--- config.mk ---
export PLATFORM = sky130hd
export DESIGN_NAME = ccse_top
export DESIGN_NICKNAME = d
export VERILOG_FILES = /design/src/hdl/ccse_pkg.sv /design/src/hdl/ccse_top.sv
export SDC_FILE = /design/constraint.sdc
export NUM_CORES = 1
export LEC_CHECK = 0
export BUFFER_PORTS_ARGS = -buffer_cell sky130_fd_sc_hd__buf_4
export CAP_MARGIN = 20
export CORE_MARGIN = 5
export CORE_UTILIZATION = 58
export DETAILED_ROUTE_END_ITERATION = 8
export PLACE_DENSITY = 0.85
export SLEW_MARGIN = 25
export SYNTH_ARGS = -nofsm -noshare
export SYNTH_HDL_FRONTEND = slang
export SYNTH_SLANG_ARGS = --single-unit
export TNS_END_PERCENT = 100
--- constraint.sdc ---
create_clock -name hclk -period 3.6 [get_ports hclk]
set_clock_uncertainty 0.2 [all_clocks]
set_input_delay 0.18 -clock hclk [delete_from_list [all_inputs] [get_ports hclk]]
set_output_delay 0.18 -clock hclk [all_outputs]
set_load 0.05 [all_outputs]
--- src/hdl/ccse_pkg.sv ---
/*
  Constants shared by the charge-state status encoder: AHB register map, field
  positions, reset values, status encodings and timing counts.
  Assumes a 100 MHz hclk.
*/
`default_nettype none
package ccse_pkg;
  // ----------------------------------------------------------------
  // timing
  // ----------------------------------------------------------------
  localparam int CLK_HZ = 100_000_000;
  localparam int SLOW_PERIOD_MS = 1000;
  localparam int FAST_PERIOD_US = 40;
  localparam int SLOW_PERIOD_CYC = (CLK_HZ / 1000) * SLOW_PERIOD_MS;
  localparam int FAST_PERIOD_CYC = (CLK_HZ / 1_000_000) * FAST_PERIOD_US;
  localparam int PERIODS_PER_WORD = 4;

  // ----------------------------------------------------------------
  // register map (byte addresses)
  // ----------------------------------------------------------------
  localparam logic [7:0] CTRL_OFS = 8'h00;
  localparam logic [7:0] STATUS_OFS = 8'h04;
  localparam logic [7:0] SENSE_OFS = 8'h08;

  // control fields
  localparam int CTRL_INHIBIT_BIT = 0;
  localparam int CTRL_BOOST_CLR_BIT = 1;
  localparam logic [31:0] CTRL_RESET = 32'h0000_0000;

  // status fields
  localparam int ST_PHASE_LSB = 0;
  localparam int ST_FAST_BIT = 4;
  localparam int ST_BOOST_BIT = 5;
  localparam int ST_PASS_BIT = 6;
  localparam int ST_NIBBLE_LSB = 8;

  // ----------------------------------------------------------------
  // charger phases
  // ----------------------------------------------------------------
  typedef enum logic [2:0] {
    CCSE_SLEEP = 3'b000,
    CCSE_PRECOND = 3'b001,
    CCSE_CONST_CUR = 3'b010,
    CCSE_CONST_VOLT = 3'b011,
    CCSE_FAULT = 3'b100,
    CCSE_INHIBIT = 3'b101
  } ccse_phase_t;

  // sink pattern, bit 3 = first period, 1 = sink on (LED on / line low)
  localparam logic [3:0] PAT_SLEEP = 4'h0;
  localparam logic [3:0] PAT_FAULT = 4'hC;
  localparam logic [3:0] PAT_COND = 4'hF;
  localparam logic [3:0] PAT_CC = 4'hE;
  localparam logic [3:0] PAT_CV = 4'h8;
  localparam logic [3:0] PAT_NOBAT = 4'hC;
endpackage : ccse_pkg
`default_nettype wire

--- src/hdl/ccse_top.sv ---
/*
  Charge cycle sequencer and open-drain status word encoder for a single-cell
  linear charger, with an AHB-Lite register slave.
  Assumes comparator results arrive synchronous to hclk, hresetn is the
  power-on reset, and one AHB-Lite master drives single word transfers.
*/
`default_nettype none
module ccse_top
  import ccse_pkg::*;
#(
  parameter int SLOW_CYC = SLOW_PERIOD_CYC, // slow status period in hclk cycles
  parameter int FAST_CYC = FAST_PERIOD_CYC  // fast status period in hclk cycles
) (
  input wire logic hclk,             // 100 MHz clock
  input wire logic hresetn,          // async power-on reset, active low
  input wire logic hsel,             // slave select
  input wire logic [31:0] haddr,     // byte address
  input wire logic [1:0] htrans,     // transfer type
  input wire logic hwrite,           // write when high
  input wire logic [2:0] hsize,      // transfer size
  input wire logic [31:0] hwdata,    // write data
  input wire logic hready,           // bus ready in
  output logic hreadyout,            // always ready
  output logic hresp,                // always OKAY
  output logic [31:0] hrdata,        // read data
  input wire logic supply_ok,        // input above lockout level
  input wire logic bat_present,      // battery detected on cell terminal
  input wire logic temp_in_window,   // thermal_sense_input inside window
  input wire logic temp_low,         // thermal_sense_input pulled low
  input wire logic over_temp,        // cell over-temperature sensed
  input wire logic overcurrent_fault,        // charge over-current sensed
  input wire logic excess_cell_voltage_fault, // cell above max voltage
  input wire logic below_precond,    // cell below precondition threshold
  input wire logic at_regulation,    // cell reached regulation_voltage
  input wire logic below_recharge,   // cell below recharge_threshold (hysteretic)
  input wire logic term_current,     // charge current at termination level
  input wire logic trickle_boost_strap, // strap level
  output logic pass_on,              // pass device enable
  output logic trickle_2x,           // doubled trickle selected
  output logic status_o,             // status pin output value (always 0)
  output logic status_oe             // status pin sink enable
);
  // ----------------------------------------------------------------
  // strap capture after reset release
  // ----------------------------------------------------------------
  // read once per power-up; later strap moves only change the trickle level
  logic strap_done_reg;
  logic fast_mode_reg;
  always_ff @(posedge hclk or negedge hresetn) begin
    if (!hresetn) begin
      strap_done_reg <= 1'b0;
      fast_mode_reg <= 1'b0;
    end else if (!strap_done_reg) begin
      strap_done_reg <= 1'b1;
      fast_mode_reg <= trickle_boost_strap;
    end
  end

  // ----------------------------------------------------------------
  // register slave
  // ----------------------------------------------------------------
  logic [31:0] ctrl_reg;
  logic wr_pend_reg;
  logic [7:0] addr_reg;
  wire addr_phase = hsel && hready && htrans[1];
  wire wr_ctrl = wr_pend_reg && (addr_reg == CTRL_OFS);
  wire sw_inhibit = ctrl_reg[CTRL_INHIBIT_BIT];
  wire boost_clr_pulse = wr_ctrl && hwdata[CTRL_BOOST_CLR_BIT];

  always_ff @(posedge hclk or negedge hresetn) begin
    if (!hresetn) begin
      wr_pend_reg <= 1'b0;
      addr_reg <= 8'h00;
      ctrl_reg <= CTRL_RESET;
    end else begin
      wr_pend_reg <= addr_phase && hwrite;
      if (addr_phase) begin
        addr_reg <= haddr[7:0];
      end
      if (wr_ctrl) begin
        ctrl_reg <= {31'h0000_0000, hwdata[CTRL_INHIBIT_BIT]};
      end
    end
  end

  assign hreadyout = 1'b1;
  assign hresp = 1'b0;

  // ----------------------------------------------------------------
  // charge sequencer
  // ----------------------------------------------------------------
  ccse_phase_t phase_reg, phase_next;
  logic boost_ok_reg;
  logic ot_seen_reg;
  logic temp_low_reg;

  wire any_fault = overcurrent_fault || excess_cell_voltage_fault || over_temp;
  wire temp_bad = !temp_in_window || sw_inhibit;

  // pick the phase that matches the cell voltage
  function automatic ccse_phase_t entry_phase(input logic pre, input logic reg_v);
    if (pre) begin
      entry_phase = CCSE_PRECOND;
    end else if (reg_v) begin
      entry_phase = CCSE_CONST_VOLT;
    end else begin
      entry_phase = CCSE_CONST_CUR;
    end
  endfunction : entry_phase

  wire ccse_phase_t resume_phase = entry_phase(below_precond, at_regulation);

  always_comb begin
    phase_next = phase_reg;
    if (!supply_ok) begin
      // active phase is kept so the cycle carries on where it stopped
      phase_next = phase_reg;
    end else begin
      unique case (phase_reg)
        CCSE_SLEEP: begin
          if (any_fault) begin
            phase_next = CCSE_FAULT;
          end else if (bat_present && below_recharge) begin
            phase_next = temp_bad ? CCSE_INHIBIT : resume_phase;
          end
        end
        CCSE_INHIBIT: begin
          if (any_fault) begin
            phase_next = CCSE_FAULT;
          end else if (!temp_bad) begin
            phase_next = resume_phase;
          end
        end
        CCSE_FAULT: begin
          if (!any_fault) begin
            // after over-temperature, restart in trickle
            phase_next = ot_seen_reg ? CCSE_PRECOND : resume_phase;
          end
        end
        CCSE_PRECOND, CCSE_CONST_CUR, CCSE_CONST_VOLT: begin
          if (any_fault) begin
            phase_next = CCSE_FAULT;
          end else if (temp_bad) begin
            phase_next = CCSE_INHIBIT;
          end else if (!bat_present) begin
            phase_next = CCSE_SLEEP;
          end else if (phase_reg == CCSE_PRECOND && !below_precond) begin
            phase_next = CCSE_CONST_CUR;
          end else if (phase_reg == CCSE_CONST_CUR && at_regulation) begin
            phase_next = CCSE_CONST_VOLT;
          end else if (phase_reg == CCSE_CONST_VOLT && term_current) begin
            phase_next = CCSE_SLEEP;
          end
        end
        default: phase_next = CCSE_SLEEP;
      endcase
    end
  end

  always_ff @(posedge hclk or negedge hresetn) begin
    if (!hresetn) begin
      phase_reg <= CCSE_SLEEP;
      boost_ok_reg <= 1'b1;
      ot_seen_reg <= 1'b0;
      temp_low_reg <= 1'b0;
    end else begin
      phase_reg <= phase_next;
      temp_low_reg <= temp_low;
      // over-temp, a low pulse on the thermal input, or software drops 2X
      if (over_temp || (temp_low && !temp_low_reg) || boost_clr_pulse) begin
        boost_ok_reg <= 1'b0;
      end
      if (over_temp) begin
        ot_seen_reg <= 1'b1;
      end else if (phase_reg == CCSE_PRECOND && !below_precond) begin
        ot_seen_reg <= 1'b0;
      end
    end
  end

  wire charging = (phase_reg == CCSE_PRECOND) || (phase_reg == CCSE_CONST_CUR)
    || (phase_reg == CCSE_CONST_VOLT);
  assign pass_on = charging && supply_ok && !any_fault && !temp_bad;
  // strap high selects doubled trickle, in fast mode too
  assign trickle_2x = trickle_boost_strap && boost_ok_reg && !ot_seen_reg;

  // ----------------------------------------------------------------
  // status word encoder
  // ----------------------------------------------------------------
  logic [31:0] per_cnt_reg;
  logic [1:0] slot_reg;
  logic [3:0] word_reg;

  function automatic logic [3:0] phase_pattern(input ccse_phase_t p, input logic cell_terminal);
    unique case (p)
      CCSE_FAULT: phase_pattern = PAT_FAULT;
      CCSE_PRECOND: phase_pattern = PAT_COND;
      CCSE_CONST_CUR: phase_pattern = PAT_CC;
      CCSE_CONST_VOLT: phase_pattern = PAT_CV;
      default: phase_pattern = cell_terminal ? PAT_SLEEP : PAT_NOBAT;
    endcase
  endfunction : phase_pattern

  // counter wraps each period, so words follow back to back with no gap
  wire [31:0] per_len = fast_mode_reg ? 32'(FAST_CYC) : 32'(SLOW_CYC);
  wire per_end = (per_cnt_reg == per_len - 32'h0000_0001);
  wire word_end = per_end && (slot_reg == 2'(PERIODS_PER_WORD - 1));
  wire [3:0] next_word = phase_pattern(phase_next, bat_present);

  always_ff @(posedge hclk or negedge hresetn) begin
    if (!hresetn) begin
      per_cnt_reg <= 32'h0000_0000;
      slot_reg <= 2'b00;
      word_reg <= PAT_SLEEP;
    end else begin
      per_cnt_reg <= per_end ? 32'h0000_0000 : per_cnt_reg + 32'h0000_0001;
      if (per_end) begin
        slot_reg <= slot_reg + 2'b01;
      end
      if (word_end) begin
        word_reg <= next_word;
      end
    end
  end

  // sink on equals line low; fast mode levels are the same sink pattern
  assign status_o = 1'b0;
  assign status_oe = word_reg[2'd3 - slot_reg];

  // ----------------------------------------------------------------
  // read data
  // ----------------------------------------------------------------
  // captured at the address phase so hrdata comes from a flop; a control
  // write still in its data phase is forwarded so a back-to-back read sees it
  logic [31:0] hrdata_reg;
  wire rd_phase = addr_phase && !hwrite;
  wire [31:0] ctrl_view = wr_ctrl ? {31'h0000_0000, hwdata[CTRL_INHIBIT_BIT]} : ctrl_reg;
  wire [31:0] status_word = {20'h0_0000, word_reg, 1'b0, pass_on, trickle_2x,
    fast_mode_reg, 1'b0, phase_reg};
  wire [31:0] sense_word = {22'h00_0000, term_current, below_recharge, at_regulation,
    below_precond, excess_cell_voltage_fault, overcurrent_fault, over_temp,
    temp_in_window, bat_present, supply_ok};
  wire [31:0] rd_mux = (haddr[7:0] == CTRL_OFS) ? ctrl_view :
                       (haddr[7:0] == STATUS_OFS) ? status_word :
                       (haddr[7:0] == SENSE_OFS) ? sense_word : 32'h0000_0000;

  always_ff @(posedge hclk or negedge hresetn) begin
    if (!hresetn) begin
      hrdata_reg <= 32'h0000_0000;
    end else if (rd_phase) begin
      hrdata_reg <= rd_mux;
    end
  end

  assign hrdata = hrdata_reg;
endmodule : ccse_top
`default_nettype wire

==> flow_summary.json, run 1 <==
{
  "gr-total-overflow": 0,
  "syn_area_per_cell_um2": 10.6,
  "antenna_found_initial": 0,
  "final_cell_mix": "dfrtp_1, nand2_1, buf_4",
  "fin_util_pct": 75.5,
  "cts_buffers": 17,
  "path_class": "input pin to register",
  "portBuffers": 62,
  "period_needed_ns": 2.58,
  "place.gp.congestion": 0.866,
  "ys_types": 67,
  "drive_above_1_share_pct": 21.7,
  "antennaDiodeCount": 0,
  "grt_max_degree": 76,
  "fin_cells": 708,
  "grt_pass1_vias": 4193,
  "drt_wl_total_mm": 11.9,
  "synth_cells": 497,
  "synthTopCellsByArea": "dfrtp_1, nand2_1, xor2_1",
  "required_ns": 3.82,
  "rsz0062_at_grt": "no",
  "htreeDepth": 4,
  "post_cts_resized": 0,
  "finalHoldViolations": 0,
  "vias": 4018,
  "cellLeakagePower_uw": 0.00317,
  "initial_core_util_pct": 60.1,
  "pre_cts_ws_ns": 1.05,
  "cts_buffer_depth": 2,
  "synthDominantCellAreaShare_pct": 55.8,
  "cts_sinks": 119,
  "antenna_left": 0,
  "grt_use_total_pct": 22.9,
  "clk_pin_slew_ns": 0.06,
  "synth_seq_area_share_pct": 56.3,
  "power.density_mw_per_mm2": 478,
  "critPathArrivalTime_ns": 2.79,
  "drt_iter0_drc": 250,
  "synth-edff-count": 0,
  "dr.pass1.iters": 5,
  "syn_area_mm2": 0.00529,
  "post_cts_buffers": 0,
  "drc": 0,
  "area_growth_pct": 25.7,
  "hp-class": "input pin to register",
  "io_pins": 124,
  "clock_latency_ns": 0.51,
  "status": "completed",
  "final-setup-viol-count": 0,
  "row_count": 34,
  "async_flop_share_pct": 100,
  "final_common_cell": "dfrtp_1",
  "dp_cells": 650,
  "yosys_warnings": 0,
  "fin_crit_sh_pct": 71.5,
  "fmaxAchievable_ghz": 0.388,
  "ys.flop_type": "dfrtp_1",
  "fp.coreArea_mm2": 0.00881,
  "nets": 675,
  "tritoncts": "done",
  "end_kind": "register",
  "setup_slack_ns": 1.02,
  "die_width_um": 106,
  "grt_pass1_wl_mm": 20.3,
  "slew_viol_final": 0,
  "vias_per_cell": 5.68,
  "die_y_um": 106,
  "drv_cap": 0,
  "maxSlewHeadroom_pct": 30.2,
  "dieArea_mm2": 0.0111,
  "crit_path_start_kind": "input pin",
  "vdd_ir_drop_max_uv": 433,
  "worstMarginPinSlew_ns": 1.04,
  "dpl.hpwl_mm": 7.51,
  "synth_largest_area_cell": "dfrtp_1",
  "setup_tns_ns": 0,
  "wl_per_cell_um": 16.8,
  "crit_fanout": 18,
  "cts_root_buffer": "clkbuf_8",
  "synth-seq-cells": 119
}
==> power by group <==
part           switching, uW  internal [uW]
combinational            136           96.1
sequential              27.6           1370
clock                    612            935
==> per-stage QoR <==
stage / total power (uW) / instance area, um^2 / hold slack [ns]
after global placement: 1620 / 5820 / 0.103
after detailed placement: 1630 / 5820 / 0.103
final: 3180 / 6650 / 0.0340
after CTS: 3200 / 6640 / 0.00493
after floorplan: 1540 / 5300 / -0.316
after global routing: 3300 / 6650 / 0.0582
==> logic make-up (layout without fill, tap and decap cells) <==
family / Yosys count / in the layout / synth area share (%)
compound gates: 77 / 77 / 9.79
fa+ha+maj: 2 / 2 / 0.473
simple gates: 217 / 217 / 21.9
flops: 119 / 119 / 56.3
mux: 12 / 12 / 2.74
xor+xnor: 32 / 32 / 5.30
buf+inv: 36 / 137 / 3.29
other cells: 2 / 4 / 0.142
==> Yosys cell counts, types with 3 or more instances <==
cell and n:
nor3_1 6, nor4_1 8, nand4_1 8, nand2_1 73, and2_1 32, mux2_2 10, xor2_1 24, inv_1 13
nand3_1 14, a221oi_1 5, o21ai_0 32, xnor2_1 8, nand3b_1 3, buf_2 4, dfrtp_1 118, nor2_1 39
and3_1 5, a22o_1 6, buf_4 7, nand2b_1 5, clkbuf_1 10, a21oi_1 15
==> critical path: stages <==
cell and delay [ns]:
dlygate4sd3_1 0.53, buf_4 0.14, nor4_1 0.30, nand2_1 0.21, nor3_2 0.82, buf_4 0.36
nand2_1 0.09, o21ai_0 0.16
==> layout make-up <==
| cell class | count | area [um^2] |
|---|---|---|
| clock inverters | 14 | 128 |
| fillers | 575 | 2160 |
| repair buffers | 92 | 772 |
| flip-flops and latches | 119 | 2980 |
| multi-input cells | 344 | 2160 |
| inverters | 13 | 48.8 |
| well taps | 108 | 135 |
| clock buffers | 18 | 428 |
==> per-layer routing <==
metal  global-route usage [%]  up-vias  wire (um)
li1                         -     1887          -
met1                     29.4     1951       5090
met2                     36.9      150       5770
met3                     5.99       30        753
met4                     10.2        0        259
met5                        0        -          0
==> worst paths after layout <==
check / endpoint / start / depth (start not counted) / slack, ns
max: hrdata[31]$_DFFE_PN0P_ / haddr[5] / 8 / 1.02
min: wr_pend_reg$_DFF_PN0_ / htrans[1] / 3 / 0.03
max reg2reg: slot_reg[0]$_DFFE_PN0N_ / per_cnt_reg[16]$_DFF_PN0_ / 7 / 1.04
min reg2reg: ctrl_reg[6]$_DFF_PN0_ / ctrl_reg[6]$_DFF_PN0_ / 2 / 0.27
max in group asynchronous: ctrl_reg[10]$_DFF_PN0_ / hresetn / 3 / 2.46
min in group asynchronous: addr_reg[5]$_DFFE_PN0P_ / hresetn / 2 / 0.05
==> timing repair <==
item	4_1_cts	5_1_grt
hold endpoints to repair	104	0
setup endpoints to repair	0	0
hold buffers	26	0
No activity file was read; power rests on OpenSTA's default activity.
==> run 2, diff against run 1 <==
--- a/config.mk
+++ b/config.mk
@@ -8,9 +8,9 @@
 export BUFFER_PORTS_ARGS = -buffer_cell sky130_fd_sc_hd__buf_4
 export CAP_MARGIN = 20
 export CORE_MARGIN = 5
-export CORE_UTILIZATION = 58
+export CORE_UTILIZATION = 54
 export DETAILED_ROUTE_END_ITERATION = 8
-export PLACE_DENSITY = 0.85
+export PLACE_DENSITY = 0.8
 export SLEW_MARGIN = 25
 export SYNTH_ARGS = -nofsm -noshare
 export SYNTH_HDL_FRONTEND = slang
==> constraint.sdc (replaced) <==
create_clock -name hclk -period 2.7 [get_ports hclk]
set_clock_uncertainty 0.2 [all_clocks]
set_input_delay 0.135 -clock hclk [delete_from_list [all_inputs] [get_ports hclk]]
set_output_delay 0.135 -clock hclk [all_outputs]
set_load 0.05 [all_outputs]
==> flow_summary.json, run 2 (same netlist as run 1, synthesis figures left out) <==
{
  "cp_cell_sequence": "nor4bb_1, a21oi_1, o32ai_1, a32o_1, or3_1, a21boi_2, mux2i_1",
  "final_common_cell": "dfrtp_1",
  "r2r_slack_ns": 0.33,
  "r2r_start": "phase_reg[2]$_DFF_PN0_",
  "finalHoldViolations": 0,
  "post_cts_buffers": 0,
  "whs_endpoint": "temp_low_reg$_DFF_PN0_",
  "antennaDiodeCount": 0,
  "grt.met1_usage_pct": 28.2,
  "r2r_cells": 7,
  "gr-total-overflow": 0,
  "vias_per_cell": 5.37,
  "drc": 0,
  "grt_use_total_pct": 22.4,
  "tritoncts": "done",
  "antenna_left": 0,
  "rsz0062_at_grt": "no",
  "status": "completed",
  "io_pins": 124,
  "path_class": "register to register",
  "drv_cap": 0,
  "dp_cells": 678,
  "grtUsageMet3_pct": 4.50,
  "nets": 689,
  "slowest_stage": "dfrtp_1",
  "crit_fanout": 16,
  "crit_path_start_kind": "register",
  "clock_latency_ns": 0.50,
  "grt_use_met2_pct": 37.1,
  "place.gp.congestion": 0.857,
  "cts_buffers": 17,
  "busiest_layer": "met2",
  "final_cell_mix": "dfrtp_1, nand2_1, buf_4",
  "row_count": 36,
  "vias": 4014,
  "dr.pass1.iters": 5,
  "fp.coreArea_mm2": 0.00968,
  "grt_max_degree": 49,
  "whs_path_depth": 2,
  "vdd_ir_drop_max_uv": 411,
  "antenna_found_initial": 0,
  "slew_viol_final": 0,
  "grt_pass1_wl_mm": 20.4,
  "hp-class": "input pin to register",
  "drive_above_1_share_pct": 21.8,
  "die_width_um": 109,
  "drt_wl_total_mm": 12.3,
  "hold_start": "temp_low",
  "critPathArrivalTime_ns": 2.54,
  "power.density_mw_per_mm2": 682,
  "fin_cells": 747,
  "post_cts_resized": 0,
  "cts.hold.buffers_added": 37,
  "worstMarginPinSlew_ns": 0.564,
  "htreeDepth": 4,
  "wl_per_cell_um": 16.5,
  "maxSlewHeadroom_pct": 62.3,
  "final-setup-viol-count": 0,
  "end_kind": "register",
  "cts_root_buffer": "clkbuf_8",
  "clk_pin_slew_ns": 0.06,
  "r2r_end": "word_reg[3]$_DFFE_PN0P_",
  "initial_core_util_pct": 54.6,
  "slowest_delay_ns": 0.64,
  "dpl.hpwl_mm": 7.49,
  "portBuffers": 62,
  "cellLeakagePower_uw": 0.00327,
  "cts_buffer_depth": 2,
  "required_ns": 2.87,
  "drt_iter0_drc": 239,
  "grt_pass1_vias": 4139,
  "fin_crit_sh_pct": 87.7,
  "fmaxAchievable_ghz": 0.422,
  "setup_tns_ns": 0,
  "period_needed_ns": 2.37,
  "die_y_um": 109,
  "cts_sinks": 119,
  "area_growth_pct": 30.7,
  "fin_util_pct": 71.4,
  "dieArea_mm2": 0.0119
}
-- run 2: cell count changes in the layout (fill, tap and decap cells not counted) --
| cell | previous run | this run |
|---|---|---|
| clkinvlp_4 | 4 | 3 |
| buf_6 | 1 | 0 |
| buf_12 | 1 | 2 |
| clkbuf_8 | 2 | 3 |
| nand2b_2 | 0 | 1 |
| buf_4 | 64 | 68 |
| clkinv_2 | 3 | 0 |
| nand2b_4 | 2 | 1 |
| dlygate4sd3_1 | 26 | 36 |
| inv_6 | 2 | 4 |
| bufinv_16 | 1 | 5 |
| clkinv_4 | 4 | 1 |
-- run 2: through the flow --
step | area [um^2] | hold WS, ns | power, uW | setup WS, ns
after floorplan | 5300 | -0.361 | 2050 | 0.581
after global placement | 5880 | -0.0209 | 2170 | 0.376
after detailed placement | 5880 | -0.0171 | 2180 | 0.340
after CTS | 6920 | 0.0734 | 4720 | 0.333
after global routing | 6920 | 0.0980 | 4860 | 0.142
final | 6920 | 0.102 | 4710 | 0.332
-- run 2: how the worst max path moves through the flow --
| stage | from | to | depth (start not counted) |
|---|---|---|---|
| after floorplan | per_cnt_reg[0]$_DFF_PN0_ | per_cnt_reg[26]$_DFF_PN0_ | 9 |
| after global placement | phase_reg[2]$_DFF_PN0_ | word_reg[3]$_DFFE_PN0P_ | 7 |
| after detailed placement | phase_reg[2]$_DFF_PN0_ | word_reg[3]$_DFFE_PN0P_ | 7 |
| after CTS | phase_reg[2]$_DFF_PN0_ | word_reg[3]$_DFFE_PN0P_ | 7 |
| after global routing | phase_reg[2]$_DFF_PN0_ | word_reg[3]$_DFFE_PN0P_ | 7 |
| final | phase_reg[2]$_DFF_PN0_ | word_reg[3]$_DFFE_PN0P_ | 7 |
-- run 2: area by class of cell --
| type | count | area, um^2 |
|---|---|---|
| clock buffers | 19 | 442 |
| clock inverters | 13 | 216 |
| fillers | 670 | 2770 |
| inverters | 13 | 48.8 |
| multi-input cells | 344 | 2150 |
| flip-flops and latches | 119 | 2980 |
| well taps | 133 | 166 |
| repair buffers | 106 | 911 |
-- run 2: critical path, delay by kind of cell, from the launching register on --
family           cells  cell delay, ns
AO/OA/AOI/OAI        4            0.81
flip-flops           1            0.64
AND/OR/NAND/NOR      2            0.50
multiplexers         1            0.09
-- run 2: metal layers --
| layer | wire (um) | share of wire (%) |
|---|---|---|
| met4 | 329 | 2.7 |
| met2 | 6220 | 51 |
| met5 | 0 | 0 |
| met1 | 5190 | 42 |
| met3 | 567 | 4.6 |
-- run 2: power breakdown --
group	internal (uW)	total [uW]	leakage, uW	switching (uW)
clock	1660	2490	0.000312	834
combinational	162	354	0.00138	192
sequential	1830	1870	0.00158	41.5
